File: src/common/fps_map.svh
// register offsets, field positions and reset values of the flat panel power sequencer
// Functional notes
// - power-up: supply on, wait signal delay upper field plus one pulses, then timing outputs on
// - marker, line pulse, shift clock, upper and lower data switch as one group
// - power-down: timing outputs off, wait signal delay lower field, then supply off
// - power-up: timing outputs on, wait bias delay upper field, then bias on
// - power-down: bias off, wait bias delay lower field, then timing outputs off
// - power-up: bias on, wait display delay upper field, then display-on high
// - power-down: display-on low, wait display delay lower field, then bias off
// - delays chain, so an earlier field shifts every later transition
// - signal delay resets to 31h, bias delay to 23h, both read/write
// - display delay resets to 12h
`ifndef FPS_MAP_SVH
`define FPS_MAP_SVH

// ****************************************************************
// register indices
// ****************************************************************
`define FPS_IDX_SIGNAL_DELAY  8'h14
`define FPS_IDX_BIAS_DELAY    8'h15
`define FPS_IDX_DISPLAY_DELAY 8'h16

// ****************************************************************
// reset values and field positions
// ****************************************************************
`define FPS_RST_SIGNAL_DELAY  8'h31
`define FPS_RST_BIAS_DELAY    8'h23
`define FPS_RST_DISPLAY_DELAY 8'h12
`define FPS_UP_FIELD          7:4
`define FPS_DOWN_FIELD        3:0
`define FPS_DATA_WIDTH        12

`endif

File: src/common/fps_pkg.sv
// types shared by the flat panel power sequencer modules
package fps_pkg;

    // sequence steps; every wait state runs one delay counter
    typedef enum logic [2:0] {
        FPS_ST_OFF,
        FPS_ST_UP_SIG,
        FPS_ST_UP_BIAS,
        FPS_ST_UP_DISP,
        FPS_ST_ON,
        FPS_ST_DN_DISP,
        FPS_ST_DN_BIAS,
        FPS_ST_DN_SIG
    } fps_state_e;

    // register file state
    typedef struct packed {
        logic [7:0] signal_delay;
        logic [7:0] bias_delay;
        logic [7:0] display_delay;
        logic [7:0] rdata;
    } fps_regs_s;

    // sequencer state, panel pins included
    typedef struct packed {
        fps_state_e  state;
        logic        supply;
        logic        sig_en;
        logic        bias;
        logic        disp;
        logic        marker;
        logic        latch;
        logic        shclk;
        logic [11:0] upper;
        logic [11:0] lower;
    } fps_seq_s;

endpackage : fps_pkg

File: src/fps_step_counter.sv
// frame sync pulse counter for one sequence step
`timescale 1ns/1ps
module fps_step_counter #(
    parameter int WIDTH = 4
) (
    input  wire logic             clk_i,    // pixel clock
    input  wire logic             rstn_i,   // async reset, active low
    input  wire logic             ce_i,     // clock enable
    input  wire logic             load_i,   // step begins
    input  wire logic [WIDTH-1:0] load_val_i, // delay field
    input  wire logic             tick_i,   // frame sync pulse
    output logic                  done_o    // step ends, one-cycle pulse
);
    typedef struct packed {
        logic [WIDTH-1:0] cnt;
        logic             busy;
    } fps_cnt_s;

    fps_cnt_s q;
    fps_cnt_s next_q;

    // a zero count ends the step on the next pulse
    assign done_o = ce_i & tick_i & q.busy & (q.cnt == '0);

    // load wins over done so back-to-back steps chain without a gap
    always_comb begin
        next_q = q;
        if (ce_i) begin
            if (load_i) begin
                next_q.cnt  = load_val_i;
                next_q.busy = 1'b1;
            end else if (tick_i && q.busy) begin
                if (q.cnt == '0) begin
                    next_q.busy = 1'b0;
                end else begin
                    next_q.cnt = q.cnt - 1'b1;
                end
            end
        end
    end

    // state register
    always_ff @(posedge clk_i or negedge rstn_i) begin
        if (!rstn_i) begin
            q <= '0;
        end else begin
            q <= next_q;
        end
    end

endmodule : fps_step_counter

File: src/fps_regs.sv
// delay register file reached by index, read data registered
`timescale 1ns/1ps
`include "fps_map.svh"
module fps_regs
    import fps_pkg::*;
(
    input  wire logic       clk_i,          // pixel clock
    input  wire logic       rstn_i,         // async reset, active low
    input  wire logic       ce_i,           // clock enable
    input  wire logic [7:0] reg_index_i,    // register index
    input  wire logic       reg_write_i,    // write strobe
    input  wire logic [7:0] reg_wdata_i,    // write data
    output logic      [7:0] reg_rdata_o,    // read data of last index
    output logic      [7:0] signal_delay_o, // signal delay register
    output logic      [7:0] bias_delay_o,   // bias enable delay register
    output logic      [7:0] display_delay_o // display on/off delay register
);
    localparam fps_regs_s REGS_RESET = '{
        signal_delay:  `FPS_RST_SIGNAL_DELAY,
        bias_delay:    `FPS_RST_BIAS_DELAY,
        display_delay: `FPS_RST_DISPLAY_DELAY,
        rdata:         8'h00
    };

    fps_regs_s q;
    fps_regs_s next_q;

    // index decode, shared by write and read: 0 means unmapped
    function automatic logic [1:0] reg_sel(input logic [7:0] idx);
        case (idx)
            `FPS_IDX_SIGNAL_DELAY:  reg_sel = 2'h1;
            `FPS_IDX_BIAS_DELAY:    reg_sel = 2'h2;
            `FPS_IDX_DISPLAY_DELAY: reg_sel = 2'h3;
            default:                reg_sel = 2'h0;
        endcase
    endfunction : reg_sel

    // writes land at once; reads of reserved indices give zero
    always_comb begin
        next_q = q;
        if (ce_i) begin
            if (reg_write_i) begin
                case (reg_sel(reg_index_i))
                    2'h1:    next_q.signal_delay  = reg_wdata_i;
                    2'h2:    next_q.bias_delay    = reg_wdata_i;
                    2'h3:    next_q.display_delay = reg_wdata_i;
                    default: next_q.rdata         = q.rdata;
                endcase
            end
            case (reg_sel(reg_index_i))
                2'h1:    next_q.rdata = next_q.signal_delay;
                2'h2:    next_q.rdata = next_q.bias_delay;
                2'h3:    next_q.rdata = next_q.display_delay;
                default: next_q.rdata = 8'h00;
            endcase
        end
    end

    // state register
    always_ff @(posedge clk_i or negedge rstn_i) begin
        if (!rstn_i) begin
            q <= REGS_RESET;
        end else begin
            q <= next_q;
        end
    end

    assign reg_rdata_o     = q.rdata;
    assign signal_delay_o  = q.signal_delay;
    assign bias_delay_o    = q.bias_delay;
    assign display_delay_o = q.display_delay;

endmodule : fps_regs

File: src/fps_sequencer.sv
// flat panel power-up/power-down sequencer, top level
`timescale 1ns/1ps
`include "fps_map.svh"
module fps_sequencer
    import fps_pkg::*;
#(
    parameter int DATA_WIDTH = `FPS_DATA_WIDTH,
    parameter int CNT_WIDTH  = 4
) (
    input  wire logic                  clk_i,                    // pixel clock, 100 MHz
    input  wire logic                  rstn_i,                   // async reset, active low
    input  wire logic                  ce_i,                     // clock enable
    input  wire logic                  panel_on_req_i,           // 1 = panel on, 0 = off
    input  wire logic                  frame_sync_pulse_i,       // one-cycle frame pulse
    input  wire logic [7:0]            reg_index_i,              // register index
    input  wire logic                  reg_write_i,              // register write strobe
    input  wire logic [7:0]            reg_wdata_i,              // register write data
    output logic      [7:0]            reg_rdata_o,              // register read data
    input  wire logic                  marker_src_i,             // marker from timing gen
    input  wire logic                  latch_src_i,              // line pulse from timing gen
    input  wire logic                  shclk_src_i,              // shift clock from timing gen
    input  wire logic [DATA_WIDTH-1:0] upper_src_i,              // upper data from pipeline
    input  wire logic [DATA_WIDTH-1:0] lower_src_i,              // lower data from pipeline
    output logic                       panel_logic_supply_enable_o, // logic supply enable
    output logic                       panel_bias_enable_o,      // bias supply enable
    output logic                       display_on_control_o,     // high = display on
    output logic                       first_line_marker_o,      // gated frame marker
    output logic                       line_latch_pulse_o,       // gated line pulse
    output logic                       pixel_shift_clock_out_o,  // gated shift clock
    output logic      [DATA_WIDTH-1:0] upper_half_data_o,        // gated upper data
    output logic      [DATA_WIDTH-1:0] lower_half_data_o,        // gated lower data
    output logic                       panel_on_o,               // sequence finished on
    output logic                       sequence_busy_o           // a step is running
);
    // ****************************************************************
    // registers and step counter
    // ****************************************************************
    logic [7:0]           signal_delay;
    logic [7:0]           bias_delay;
    logic [7:0]           display_delay;
    logic                 step_load;
    logic [CNT_WIDTH-1:0] step_val;
    logic                 step_done;

    // delay registers, read back on the same index port
    fps_regs u_regs (
        .clk_i           (clk_i),
        .rstn_i          (rstn_i),
        .ce_i            (ce_i),
        .reg_index_i     (reg_index_i),
        .reg_write_i     (reg_write_i),
        .reg_wdata_i     (reg_wdata_i),
        .reg_rdata_o     (reg_rdata_o),
        .signal_delay_o  (signal_delay),
        .bias_delay_o    (bias_delay),
        .display_delay_o (display_delay)
    );

    // one counter serves all steps since only one step runs at a time
    fps_step_counter #(
        .WIDTH (CNT_WIDTH)
    ) u_cnt (
        .clk_i      (clk_i),
        .rstn_i     (rstn_i),
        .ce_i       (ce_i),
        .load_i     (step_load),
        .load_val_i (step_val),
        .tick_i     (frame_sync_pulse_i),
        .done_o     (step_done)
    );

    // ****************************************************************
    // delay field for the wait state being entered
    // ****************************************************************
    // fields are sampled at step start, so a write mid-step affects later steps only
    function automatic logic [3:0] delay_for(input fps_state_e st,
                                             input logic [7:0] sig,
                                             input logic [7:0] bias,
                                             input logic [7:0] disp);
        case (st)
            FPS_ST_UP_SIG:  delay_for = sig[`FPS_UP_FIELD];
            FPS_ST_UP_BIAS: delay_for = bias[`FPS_UP_FIELD];
            FPS_ST_UP_DISP: delay_for = disp[`FPS_UP_FIELD];
            FPS_ST_DN_DISP: delay_for = disp[`FPS_DOWN_FIELD];
            FPS_ST_DN_BIAS: delay_for = bias[`FPS_DOWN_FIELD];
            FPS_ST_DN_SIG:  delay_for = sig[`FPS_DOWN_FIELD];
            default:        delay_for = 4'h0;
        endcase
    endfunction : delay_for

    // ****************************************************************
    // sequence state machine
    // ****************************************************************
    localparam fps_seq_s SEQ_RESET = '{state: FPS_ST_OFF, default: '0};

    fps_seq_s q;
    fps_seq_s next_q;

    // each step ends on the counter; the request is looked at only when idle,
    // so a sequence once begun always runs to its end
    always_comb begin
        next_q    = q;
        step_load = 1'b0;
        if (ce_i) begin
            case (q.state)
                FPS_ST_OFF: begin
                    if (panel_on_req_i) begin
                        next_q.supply = 1'b1;
                        next_q.state  = FPS_ST_UP_SIG;
                        step_load     = 1'b1;
                    end
                end
                FPS_ST_UP_SIG: begin
                    if (step_done) begin
                        next_q.sig_en = 1'b1;
                        next_q.state  = FPS_ST_UP_BIAS;
                        step_load     = 1'b1;
                    end
                end
                FPS_ST_UP_BIAS: begin
                    if (step_done) begin
                        next_q.bias  = 1'b1;
                        next_q.state = FPS_ST_UP_DISP;
                        step_load    = 1'b1;
                    end
                end
                FPS_ST_UP_DISP: begin
                    if (step_done) begin
                        next_q.disp  = 1'b1;
                        next_q.state = FPS_ST_ON;
                    end
                end
                FPS_ST_ON: begin
                    if (!panel_on_req_i) begin
                        next_q.disp  = 1'b0;
                        next_q.state = FPS_ST_DN_DISP;
                        step_load    = 1'b1;
                    end
                end
                FPS_ST_DN_DISP: begin
                    if (step_done) begin
                        next_q.bias  = 1'b0;
                        next_q.state = FPS_ST_DN_BIAS;
                        step_load    = 1'b1;
                    end
                end
                FPS_ST_DN_BIAS: begin
                    if (step_done) begin
                        next_q.sig_en = 1'b0;
                        next_q.state  = FPS_ST_DN_SIG;
                        step_load     = 1'b1;
                    end
                end
                FPS_ST_DN_SIG: begin
                    if (step_done) begin
                        next_q.supply = 1'b0;
                        next_q.state  = FPS_ST_OFF;
                    end
                end
                default: begin
                    next_q = SEQ_RESET;
                end
            endcase
            // timing outputs follow the group enable as one bundle
            next_q.marker = next_q.sig_en & marker_src_i;
            next_q.latch  = next_q.sig_en & latch_src_i;
            next_q.shclk  = next_q.sig_en & shclk_src_i;
            next_q.upper  = {DATA_WIDTH{next_q.sig_en}} & upper_src_i;
            next_q.lower  = {DATA_WIDTH{next_q.sig_en}} & lower_src_i;
        end
    end

    // only the low field bits feed the counter; upper bits of a wide counter stay zero
    assign step_val = CNT_WIDTH'(delay_for(next_q.state, signal_delay,
                                           bias_delay, display_delay));

    // state register; panel pins come straight from it
    always_ff @(posedge clk_i or negedge rstn_i) begin
        if (!rstn_i) begin
            q <= SEQ_RESET;
        end else begin
            q <= next_q;
        end
    end

    // ****************************************************************
    // outputs
    // ****************************************************************
    assign panel_logic_supply_enable_o = q.supply;
    assign panel_bias_enable_o         = q.bias;
    assign display_on_control_o        = q.disp;
    assign first_line_marker_o         = q.marker;
    assign line_latch_pulse_o          = q.latch;
    assign pixel_shift_clock_out_o     = q.shclk;
    assign upper_half_data_o           = q.upper;
    assign lower_half_data_o           = q.lower;
    assign panel_on_o                  = (q.state == FPS_ST_ON);
    assign sequence_busy_o             = (q.state != FPS_ST_ON) && (q.state != FPS_ST_OFF);
endmodule : fps_sequencer

File: config.mk
export PLATFORM = sky130hd
export DESIGN_NAME = fps_sequencer
export DESIGN_NICKNAME = d
export VERILOG_FILES = /design/src/common/fps_pkg.sv /design/src/fps_step_counter.sv /design/src/fps_regs.sv /design/src/fps_sequencer.sv
export VERILOG_INCLUDE_DIRS = /design/src /design/src/common
export SDC_FILE = /design/constraint.sdc
export NUM_CORES = 1
export LEC_CHECK = 0
export BUFFER_PORTS_ARGS = -buffer_cell sky130_fd_sc_hd__buf_2
export CAP_MARGIN = 20
export CORE_ASPECT_RATIO = 0.9
export CORE_MARGIN = 2
export CORE_UTILIZATION = 58
export DETAILED_ROUTE_END_ITERATION = 8
export PLACE_DENSITY_LB_ADDON = 0.25
export SYNTH_ARGS = -nofsm -noshare
export SYNTH_HDL_FRONTEND = slang
export SYNTH_HIERARCHICAL = 1
export SYNTH_SLANG_ARGS = --single-unit
File: constraint.sdc
create_clock -name clk_i -period 3.8 [get_ports clk_i]
set_clock_uncertainty 0.1 [all_clocks]
set_input_delay 0.19 -clock clk_i [delete_from_list [all_inputs] [get_ports clk_i]]
set_output_delay 0.19 -clock clk_i [all_outputs]
set_load 0.01 [all_outputs]
# After elaboration in Yosys (flattened, before gate mapping)
# Cells that the tools add are included.
# word_totals
out_inout_bits	40
in_bits	49
reg_bits	71
elab_cells	110
# op_classes
mux	39
n_addsub	1
n_eq_ne	30
bitwise	8
n_reduce_logical	16
# ops
op	n
2-to-1 mux 34 bit	1
2-to-1 mux 32 bit	1
bitwise AND 12 bit	2
equality test 8 x 5 -> 1 bit, second input constant	3
2-to-1 mux 8 bit	3
case mux 3 bit (8 select lines)	1
case mux 4 bit (6 select lines)	1
case mux 8 bit (3 select lines)	1
equality test 3 bit, second input constant	7
2-to-1 mux 3 bit	6
!= test 2 bit, second input constant	7
equality test 3 x 2 -> 1 bit, second input constant	4
2-to-1 mux 4 bit	3
AND reduction 4 bit	3
2-to-1 mux 1 bit	11
2-to-1 mux 5 bit	2
nonzero test 2 bit	5
equality test 2 bit, second input constant	4
case mux 1 bit (2 select lines)	4
bitwise AND 1 bit	6
equality test 3 x 1 -> 1 bit, second input constant	2
2-to-1 mux 2 bit	3
case mux 2 bit (3 select lines)	1
AND reduction 3 bit	2
other kinds (9)	11

# Logic depth before layout (Yosys ltp)
# Gate-level depths: netlist of run 1.
# logic_depth
ltp_word	11
ltp_mapped	11
mapped_depth_nobuf	10

# Modules after synthesis
# Netlist of run 1, hierarchy kept.
# modules_own_cells
module	seq_area_each_um2	cells_per_inst	area_each_um2	instances
fps_sequencer	850.8	192	1949.4	1
fps_regs	810.8	113	1491.4	1
fps_step_counter	125.1	34	310.3	1

# Least setup slack after synthesis of run 1
# No wires, ideal clock.
# synth_timing
path_type	register to register
startpoint	reg u_cnt/q[1] in the netlist's numbering
endpoint	reg u_cnt/q[1] in the netlist's numbering
setup_slack_ns	1.389
path_buffers	1
required_ns	3.561
setup_time_ns	0.139
period_less_slack_ns	2.411
path_stages_with_launch	11
arrival_ns	2.172
path_cell_list	dfrtp_1 inv_1 ha_1 nor3b_1 and2_1 buf_6 nand3_1 o22ai_1 inv_1 o211ai_1 o2111ai_1
# synth_rtl
element	line_no	text
from (decl)	fps_step_counter.sv:19	fps_cnt_s q;
from (signal assigned)	fps_step_counter.sv:47	q <= next_q;
zero test 4 bit *	fps_step_counter.sv:23	assign done_o = ce_i & tick_i & q.busy & (q.cnt == '0);
bitwise AND 1 bit *	fps_step_counter.sv:23	
via step_done	fps_sequencer.sv:43	logic step_done;
2-to-1 mux 1 bit *	-	
case mux 1 bit (3 select lines) *	fps_sequencer.sv:105	case (q.state)
2-to-1 mux 1 bit *	fps_sequencer.sv:104	if (ce_i) begin
via step_load	fps_sequencer.sv:41	logic step_load;
!= test 2 bit (no line) or nonzero test 2 bit (tied branches)	-	
AND reduction 3 bit (no line)	-	
# The timed path passes the listed nets; every way through them passes the cells marked *. The select of a mux whose other input is x is not followed.
# A chain may end at the register's enable or synchronous reset.

# Worst setup path after layout of run 1
# Same ends and word-level chain as after synthesis.

==> impl_metrics.tcl, run 1 <==
set metrics [dict create \
    diodes 0 \
    endpoint_kind "register" \
    clock_sinks 71 \
    final_nets 469 \
    cp-start-kind "register" \
    synth_top_area_share_pct 42.0 \
    muxShareOfSynthArea_pct 16.8 \
    final_cell_area_sq_mm 0.00441 \
    synth_edf_count 0 \
    ys_seq_area_share_pct 47.6 \
    powerDensity_mw_per_mm2 442 \
    cts.path.max_buffers 2 \
    drv_cap 0 \
    cts_buffers 9 \
    tightest_slew_ps 746 \
    core_sq_mm 0.00618 \
    cts-root-buf "clkbuf_8" \
    io_pins 89 \
    place_ws_ps 862 \
    hold_buffers 20 \
    yosys.area_share.simple_pct 13.4 \
    grt_pass1_vias 2864 \
    antenna_left 0 \
    synth_compound_area_share_pct 11.3 \
    initial_core_util_pct 60.7 \
    place_congestion 0.787 \
    period_needed_ps 3020 \
    swShare_pct 29.3 \
    critical_path_arrival_ps 3130 \
    fp.dieH_um 80.3 \
    p_clk_share_pct 33.0 \
    pwr-share-comb_pct 20.2 \
    grt-ovfl-total 0 \
    outcome "completed" \
    synth_most_common_cell "dfrtp_1" \
    vias 2894 \
    ys_top_cells_by_count "dfrtp_1 (63), mux2_2 (32), nor2_1 (31), buf_4 (27), mux2i_1 (27)" \
    drive_gt1_share_pct 36.8 \
    async_reset_ff_share_pct 100 \
    critical_path_peak_fanout 10 \
    synth.avg_cell_area_sq_um 11.1 \
    cts_tree "built" \
    setup-tns-final_ps 0 \
    synth_area_sq_mm 0.00375 \
    clkTransAtPathRegs_ps 70 \
    port_buffers 88 \
    clk_latency_ps 340 \
    avgRoutedWirePerCell_um 16.7 \
    syn_inst 339 \
    seq_power_share_pct 46.8 \
    syn_nets 389 \
    min_path_cells 3 \
    cp_data_required_time_ps 3910 \
    dieArea_sq_mm 0.00713 \
    yosys.area.top_type "dfrtp_1" \
    report.final.hold_viol_count 0 \
    post-route-period-util_pct 79.4 \
    wl_um 8530 \
    drt_iter0_drc 256 \
    internal_power_uw 1380 \
    grt_usage_pct 25.4 \
    max_slew_margin_pct 50.3 \
    postPlaceCellArea_sq_mm 0.00401 \
    synth_xor_area_share_pct 0.700 \
    cts-resized-gates 0 \
    nFillCells 463 \
    synth_flop_cell "dfrtp_1" \
    max_freq_mhz 331 \
    rsz0062_at_grt "false" \
    synth_top_family_by_area "multiplexers" \
    rows 27 \
    critPathKind "reg -> reg" \
    setup_viol 0 \
    antenna_found_initial 0 \
    synth_fa_ha_area_share_pct 0.334 \
    via_per_inst 5.66 \
    p_switching_uw 571 \
    p_leak_uw 0.00220 \
    post-dp-hpwl_um 5530 \
    synth-seq-cells 71 \
    grt_max_degree 40 \
    reg2reg_depth 9 \
    yosysUniqueCellTypes 49 \
    ir_drop_mv 0.258 \
    drc_errors 0 \
    hold_class "in -> reg" \
    die_x_um 88.8 \
    grt_pass1_wl_um 13700 \
    ys_top_cells_by_area "dfrtp_1 (42%), mux2_2 (9.6%), mux2i_1 (7.2%)" \
    dr.pass1.iters 4 \
    yosys_warnings 6 \
    htreeDepth 3 \
    area_growth_pct 17.6 \
    cts_setup_buffers 0 \
    maxSlewViolCount 0 \
    setup_ws_ps 781 \
]
cells by family (layout without fill, tap and decap cells):
family,after synthesis,in the layout
compound gates,63,63
mux,59,59
fa+ha+maj,1,1
simple gates,87,87
buf+inv,55,140
xor+xnor,3,3
flops,71,71
path summary, 6_finish.rpt:
check	start	end	slack [ps]
worst min-delay path	upper_src_i[2]	upper_half_data_o[2]	3
max in group asynchronous	rstn_i	u_regs/signal_delay_o[5]	2440
worst min register to register	lower_half_data_o[7]	lower_half_data_o[7]	420
worst max register to register	u_cnt/q[1]	u_cnt/q[1]	780
worst max-delay path	u_cnt/q[1]	u_cnt/q[1]	780
min in group asynchronous	rstn_i	u_regs/reg_rdata_o[0]	350
cells in the final DEF, fill, tap and decap left out, types with 9 or more instances in the layout:
cell type / instances
dfrtp_1: 63
o21ai_0: 15
clkbuf_8: 9
buf_2: 88
inv_1: 12
mux2i_1: 27
nor2_1: 31
mux2_2: 32
o22ai_1: 11
nand3_1: 12
dlygate4sd3_1: 20
worst max-delay path: stages, from the launching register on:
cell and delay [ps]:
dfrtp_1 400, inv_1 90, ha_1 180, nor3b_1 550, and2_1 420, nand3_1 190
o22ai_1 510, inv_1 170, o211ai_1 140, o2111ai_1 130
layer usage:
metal  vias to the layer above  routed length, um  track usage, %
li1                       1361                  -               -
met1                      1420               3620            33.0
met2                       105               4240            41.3
met3                         8                581            6.99
met4                         0                 82            7.58
met5                         -                  0               0
final cells by class:
type                       count  area [sq um]  area share (%)
tap                           87           109            2.47
clock inverter                 4          70.1            1.59
clock buffer                  12           135            3.06
sequential                    71          1790            40.5
inverter                      12          45.0            1.02
timing repair buffer         112           671            15.2
multi-input combinational    213          1600            36.2
metrics by stage:
step / util (%) / hold slack, ps / power [uW] / instances
5_1_grt: 71.4 / 20.2 / 2050 / 511
3_3_place_gp: 64.8 / 195 / 1280 / 475
6_report: 71.4 / 3.32 / 1950 / 511
4_1_cts: 71.4 / 1.70 / 1960 / 511
2_1_floorplan: - / -206 / 1210 / 339
3_5_place_dp: 64.8 / 191 / 1300 / 475
registers in the layout, indices dropped and copies added, names as in the netlist:
register	count
u_regs/signal_delay_o	8
u_regs/bias_delay_o	8
u_regs/reg_rdata_o	8
display_on_control_o	1
pixel_shift_clock_out_o	1
panel_bias_enable_o	1
u_regs/display_delay_o	8
line_latch_pulse_o	1
upper_half_data_o	12
first_line_marker_o	1
u_cnt/q	5
lower_half_data_o	12
panel_logic_supply_enable_o	1
q	4
power by group through the flow:
stage	Combinational, uW	Sequential (uW)	Clock (uW)
after floorplan	322	889	0
after global placement	363	921	0
after detailed placement	374	924	0
after CTS	393	911	658
after global routing	436	924	688
final	393	912	644
No activity file was read; power rests on OpenSTA's default activity.
==> run 2, diff against run 1 <==
Settings changed: CORE_UTILIZATION 58 to 54.
Clock period 3.8 ns to 2.8 ns, I/O delays scaled along.
==> impl_metrics.tcl, run 2 (synthesis results as in run 1) <==
set metrics [dict create \
    endpoint_kind "register" \
    maxSlewViolCount 0 \
    tightest_slew_ps 757 \
    drv_cap 0 \
    post-route-period-util_pct 89.3 \
    port_buffers 88 \
    area_growth_pct 24.6 \
    cts_setup_buffers 0 \
    avgRoutedWirePerCell_um 16.4 \
    post-dp-hpwl_um 5720 \
    vias 2979 \
    core_sq_mm 0.00666 \
    initial_core_util_pct 56.4 \
    max_freq_mhz 400 \
    critPathKind "reg -> reg" \
    fp.dieH_um 83.1 \
    r2r_start "u_cnt/q[1]" \
    cts_buffers 9 \
    cts_tree "built" \
    drive_gt1_share_pct 36.6 \
    powerDensity_mw_per_mm2 603 \
    grt_pass1_wl_um 15000 \
    htreeDepth 3 \
    drc_errors 0 \
    clkTransAtPathRegs_ps 70 \
    ir_drop_mv 0.423 \
    setup_viol 0 \
    grt_max_degree 41 \
    postPlaceCellArea_sq_mm 0.00405 \
    dieArea_sq_mm 0.00763 \
    grt_usage_pct 24.7 \
    mostFrequentLayoutCells "buf_2 (88), dfrtp_1 (63), dlygate4sd3_1 (37), mux2_2 (32), nor2_1 (31)" \
    max_slew_margin_pct 49.5 \
    io_pins 89 \
    rsz0062_at_grt "false" \
    worstSetupStartpoint "u_cnt/q[1]" \
    wl_um 8730 \
    clk_latency_ps 350 \
    final_nets 488 \
    antenna_left 0 \
    hold_class "in -> reg" \
    cp_data_required_time_ps 2930 \
    report.final.hold_viol_count 0 \
    grt-ovfl-total 0 \
    cts.path.max_buffers 2 \
    grt_pass1_vias 3054 \
    cp-start-kind "register" \
    period_needed_ps 2500 \
    final_common_cell "buf_2" \
    outcome "completed" \
    rows 28 \
    clock_sinks 71 \
    min_from "panel_on_req_i" \
    drt_iter0_drc 296 \
    r2r_slack_ps 300 \
    antenna_found_initial 0 \
    critical_path_peak_fanout 10 \
    via_per_inst 5.59 \
    final_cell_area_sq_mm 0.00467 \
    setup-tns-final_ps 0 \
    cts-root-buf "clkbuf_8" \
    place_congestion 0.834 \
    p_leak_uw 0.00230 \
    dr.pass1.iters 4 \
    die_x_um 91.9 \
    diodes 0 \
    critical_path_arrival_ps 2630 \
]
==> run 2: layer usage <==
layer  vias to the layer above  global-route usage [%]  part of all wire (%)  wire length (um)
met1                      1454                    33.6                    44              3810
li1                       1398                       -                     -                 -
met3                        19                    6.44                   5.9               518
met4                         0                    8.41                   1.9               164
met5                         -                       0                     0                 0
met2                       108                    38.8                    49              4240
==> run 2: stage by stage <==
stage	hold WS, ps	instances	util [%]	worst slack (ps)	total power [uW]
global placement	148	480	60.8	149	1770
finish	93.7	533	70.2	300	2820
CTS	87.0	533	70.1	16.5	2830
detailed placement	156	480	60.8	36.4	1780
floorplan	-256	339	-	389	1640
global route	99.0	533	70.2	18.8	2960
==> run 2: critical path, cell delays in order, from the launching register on <==
cell	delay [ps]
dfrtp_1	400
inv_1	90
ha_1	190
nor3b_2	370
and2_2	330
a21bo_2	190
a21boi_1	120
a22oi_1	210
nand3_1	120
o22ai_1	180
a31oi_1	60
==> run 2: report_power, final <==
group	internal, uW	switching [uW]	total (uW)
sequential	1130	100	1230
clock	616	385	1000
combinational	277	313	590
total	2020	798	2820
==> run 2: path summary, 6_finish.rpt <==
check	to	cells after the start
setup / recovery	u_cnt/q[4]	10
hold / removal	panel_logic_supply_enable_o	3
setup reg to reg	u_cnt/q[4]	10
hold reg to reg	panel_logic_supply_enable_o	2
max in group asynchronous	u_regs/signal_delay_o[5]	3
min in group asynchronous	q[32]	2
==> run 2: timing repair <==
| action | 4_1_cts | 5_1_grt |
|---|---|---|
| hold buffers | 37 | 0 |
| endpoints found under the setup margin | 0 | 29 |
| gates resized for setup | 0 | 2 |
| endpoints found under the hold margin | 83 | 0 |
==> run 2: area by class of cell <==
cell class | count | area [sq um]
clock inverters | 5 | 105
clock buffers | 11 | 141
well taps | 90 | 113
flip-flops and latches | 71 | 1790
multi-input cells | 213 | 1600
repair buffers | 131 | 881
inverters | 12 | 45.0
fillers | 504 | 1980
==> run 3, diff against run 2 <==
Settings changed: SLEW_MARGIN set to 30, SYNTH_HIERARCHICAL 1 to unset.
==> impl_metrics.tcl, run 3 <==
set metrics [dict create \
    critical_path.top_delay_family "compound AO/OA/AOI/OAI gates" \
    ys_seq_area_share_pct 46.0 \
    r2r_slack_ps 490 \
    post-place-cells 543 \
    syn_nets 453 \
    ys_top_cells_by_area "dfrtp_1 (41%), mux2_2 (7.8%), dfstp_2 (5.4%)" \
    ys_top_cells_by_count "dfrtp_1 (63), nand2_1 (50), inv_1 (48), o21ai_0 (30), o22ai_1 (28)" \
    core_sq_mm 0.00700 \
    dr.pass1.iters 5 \
    cpPeakStageDelay_ps 500 \
    rows 29 \
    place_congestion 0.883 \
    drv_cap 0 \
    stdcell_count 595 \
    antenna_found_initial 0 \
    path_buf_inv 1 \
    yosys_warnings 0 \
    use_met2_pct 42.4 \
    p_leak_uw 0.00236 \
    post-dp-hpwl_um 6320 \
    synth.avg_cell_area_sq_um 9.67 \
    cp-start-kind "register" \
    vias 3285 \
    area_growth_pct 21.5 \
    tightest_slew_ps 827 \
    setup-tns-final_ps 0 \
    nFillCells 547 \
    cp_slowest_cell "or3b_1" \
    cts-root-buf "clkbuf_8" \
    path_cells "inv_1 > ha_1 > or3b_1 > o22ai_1 > nand2_1 > a22o_1 > o32a_1" \
    cts-resized-gates 0 \
    final_cell_area_sq_mm 0.00472 \
    period_needed_ps 2310 \
    initial_core_util_pct 55.5 \
    top_usage_layer "met2" \
    grt_pass1_vias 3159 \
    grt-ovfl-total 0 \
    grt_pass1_wl_um 15500 \
    critical_path_peak_fanout 6 \
    max_slew_margin_pct 44.9 \
    synth_flop_cell "dfrtp_1" \
    io_pins 89 \
    htreeDepth 3 \
    fp.dieH_um 84.5 \
    use_met3_pct 6.46 \
    antenna_left 0 \
    critPathKind "reg -> reg" \
    synth_edf_count 0 \
    syn_inst 402 \
    report.final.hold_viol_count 0 \
    final_common_cell "buf_2" \
    grt_max_degree 66 \
    yosysUniqueCellTypes 53 \
    postLayoutCoreUtil_pct 67.4 \
    maxSlewViolCount 0 \
    synth_top_area_share_pct 40.6 \
    die_x_um 93.4 \
    clkTransAtPathRegs_ps 70 \
    cts_tree "built" \
    final_nets 548 \
    yosys.area.top_type "dfrtp_1" \
    postPlaceCellArea_sq_mm 0.00419 \
    cts_buffers 9 \
    rsz0062_at_grt "false" \
    post-route-period-util_pct 82.4 \
    outcome "completed" \
    hold_class "in -> reg" \
    max_freq_mhz 434 \
    wl_um 9510 \
    via_per_inst 5.52 \
    endpoint_kind "register" \
    grt_usage_pct 25.3 \
    powerDensity_mw_per_mm2 561 \
    cp_data_required_time_ps 2920 \
    report.power.total_uw 2650 \
    dieArea_sq_mm 0.00789 \
    ir_drop_mv 0.441 \
    cts.path.max_buffers 2 \
    cp.depth 7 \
    diodes 0 \
    avgRoutedWirePerCell_um 16.0 \
    setup_viol 0 \
    synth_most_common_cell "dfrtp_1" \
    reg2reg_depth 7 \
    critical_path_arrival_ps 2430 \
    synth_area_sq_mm 0.00389 \
    drt_iter0_drc 209 \
    min_path_cells 4 \
    mostFrequentLayoutCells "buf_2 (88), dfrtp_1 (63), nand2_1 (50), inv_1 (48), dlygate4sd3_1 (36)" \
    clk_latency_ps 350 \
    clock_sinks 71 \
    drive_gt1_share_pct 30.3 \
    drc_errors 0 \
    met1_usage_pct 32.3 \
    async_reset_ff_share_pct 100 \
    port_buffers 88 \
    synth-seq-cells 71 \
]
==> run 3: cell count changes after synthesis, moves of 9 or more <==
cell,previous run,this run
o22ai_1,11,28
nand2_1,5,50
mux2i_1,27,14
nand3_1,12,3
inv_1,12,48
nor2_1,31,12
clkbuf_1,1,11
o21ai_0,15,30
==> run 3: kinds of logic after synthesis <==
| kind of cell | after synthesis | synth area share [%] |
|---|---|---|
| AO/OA/AOI/OAI | 91 | 14.8 |
| AND/OR/NAND/NOR | 96 | 13.3 |
| XOR/XNOR | 7 | 1.58 |
| flip-flops | 71 | 46.0 |
| adder cells (fa/ha/maj) | 2 | 0.644 |
| buffers and inverters | 94 | 12.2 |
| multiplexers | 41 | 11.4 |
==> run 3: layer usage <==
metal / vias up / part of all wire (%)
li1: 1548 / -
met3: 15 / 5.7
met4: 0 / 1.6
met2: 133 / 51
met1: 1589 / 42
met5: - / 0
==> run 3: power breakdown <==
group / internal (uW) / switching, uW
logic: 303 / 369
registers: 1130 / 129
clock network: 342 / 372
==> run 3: final cells by class <==
type                    count  area, sq um  area share [%]
clock buffers              12          145            3.07
clock inverters             4         22.5           0.477
inverters                  48          180            3.82
multi-input cells         237         1630            34.4
flip-flops and latches     71         1790            37.8
well taps                  93          116            2.46
repair buffers            130          846            17.9
==> run 3: timing repair <==
action,4_1_cts,5_1_grt
endpoints found under the hold margin,81,0
setup buffers,0,0
hold buffers,36,0
==> run 3: path summary, 6_finish.rpt <==
check,startpoint,endpoint
worst min register to register,u_regs.display_delay_o[5],u_regs.display_delay_o[5]
max in group asynchronous,rstn_i,u_regs.display_delay_o[1]
worst max-delay path,u_cnt.q[1],u_cnt.q[4]
worst min-delay path,reg_index_i[3],u_regs.reg_rdata_o[1]
min in group asynchronous,rstn_i,u_regs.bias_delay_o[2]
worst max register to register,u_cnt.q[1],u_cnt.q[4]
==> run 3: per-stage QoR <==
step | setup WS, ps | hold WS, ps
4_1_cts | 502 | 55.0
5_1_grt | 355 | 94.6
3_5_place_dp | 514 | 180
3_3_place_gp | 596 | 182
2_1_floorplan | 696 | -256
6_report | 494 | 54.8
==> run 3: worst min-delay path, stage by stage <==
cell and delay, ps:
buf_2 100, nor3b_4 60, nand4_1 80, o21ai_0 80
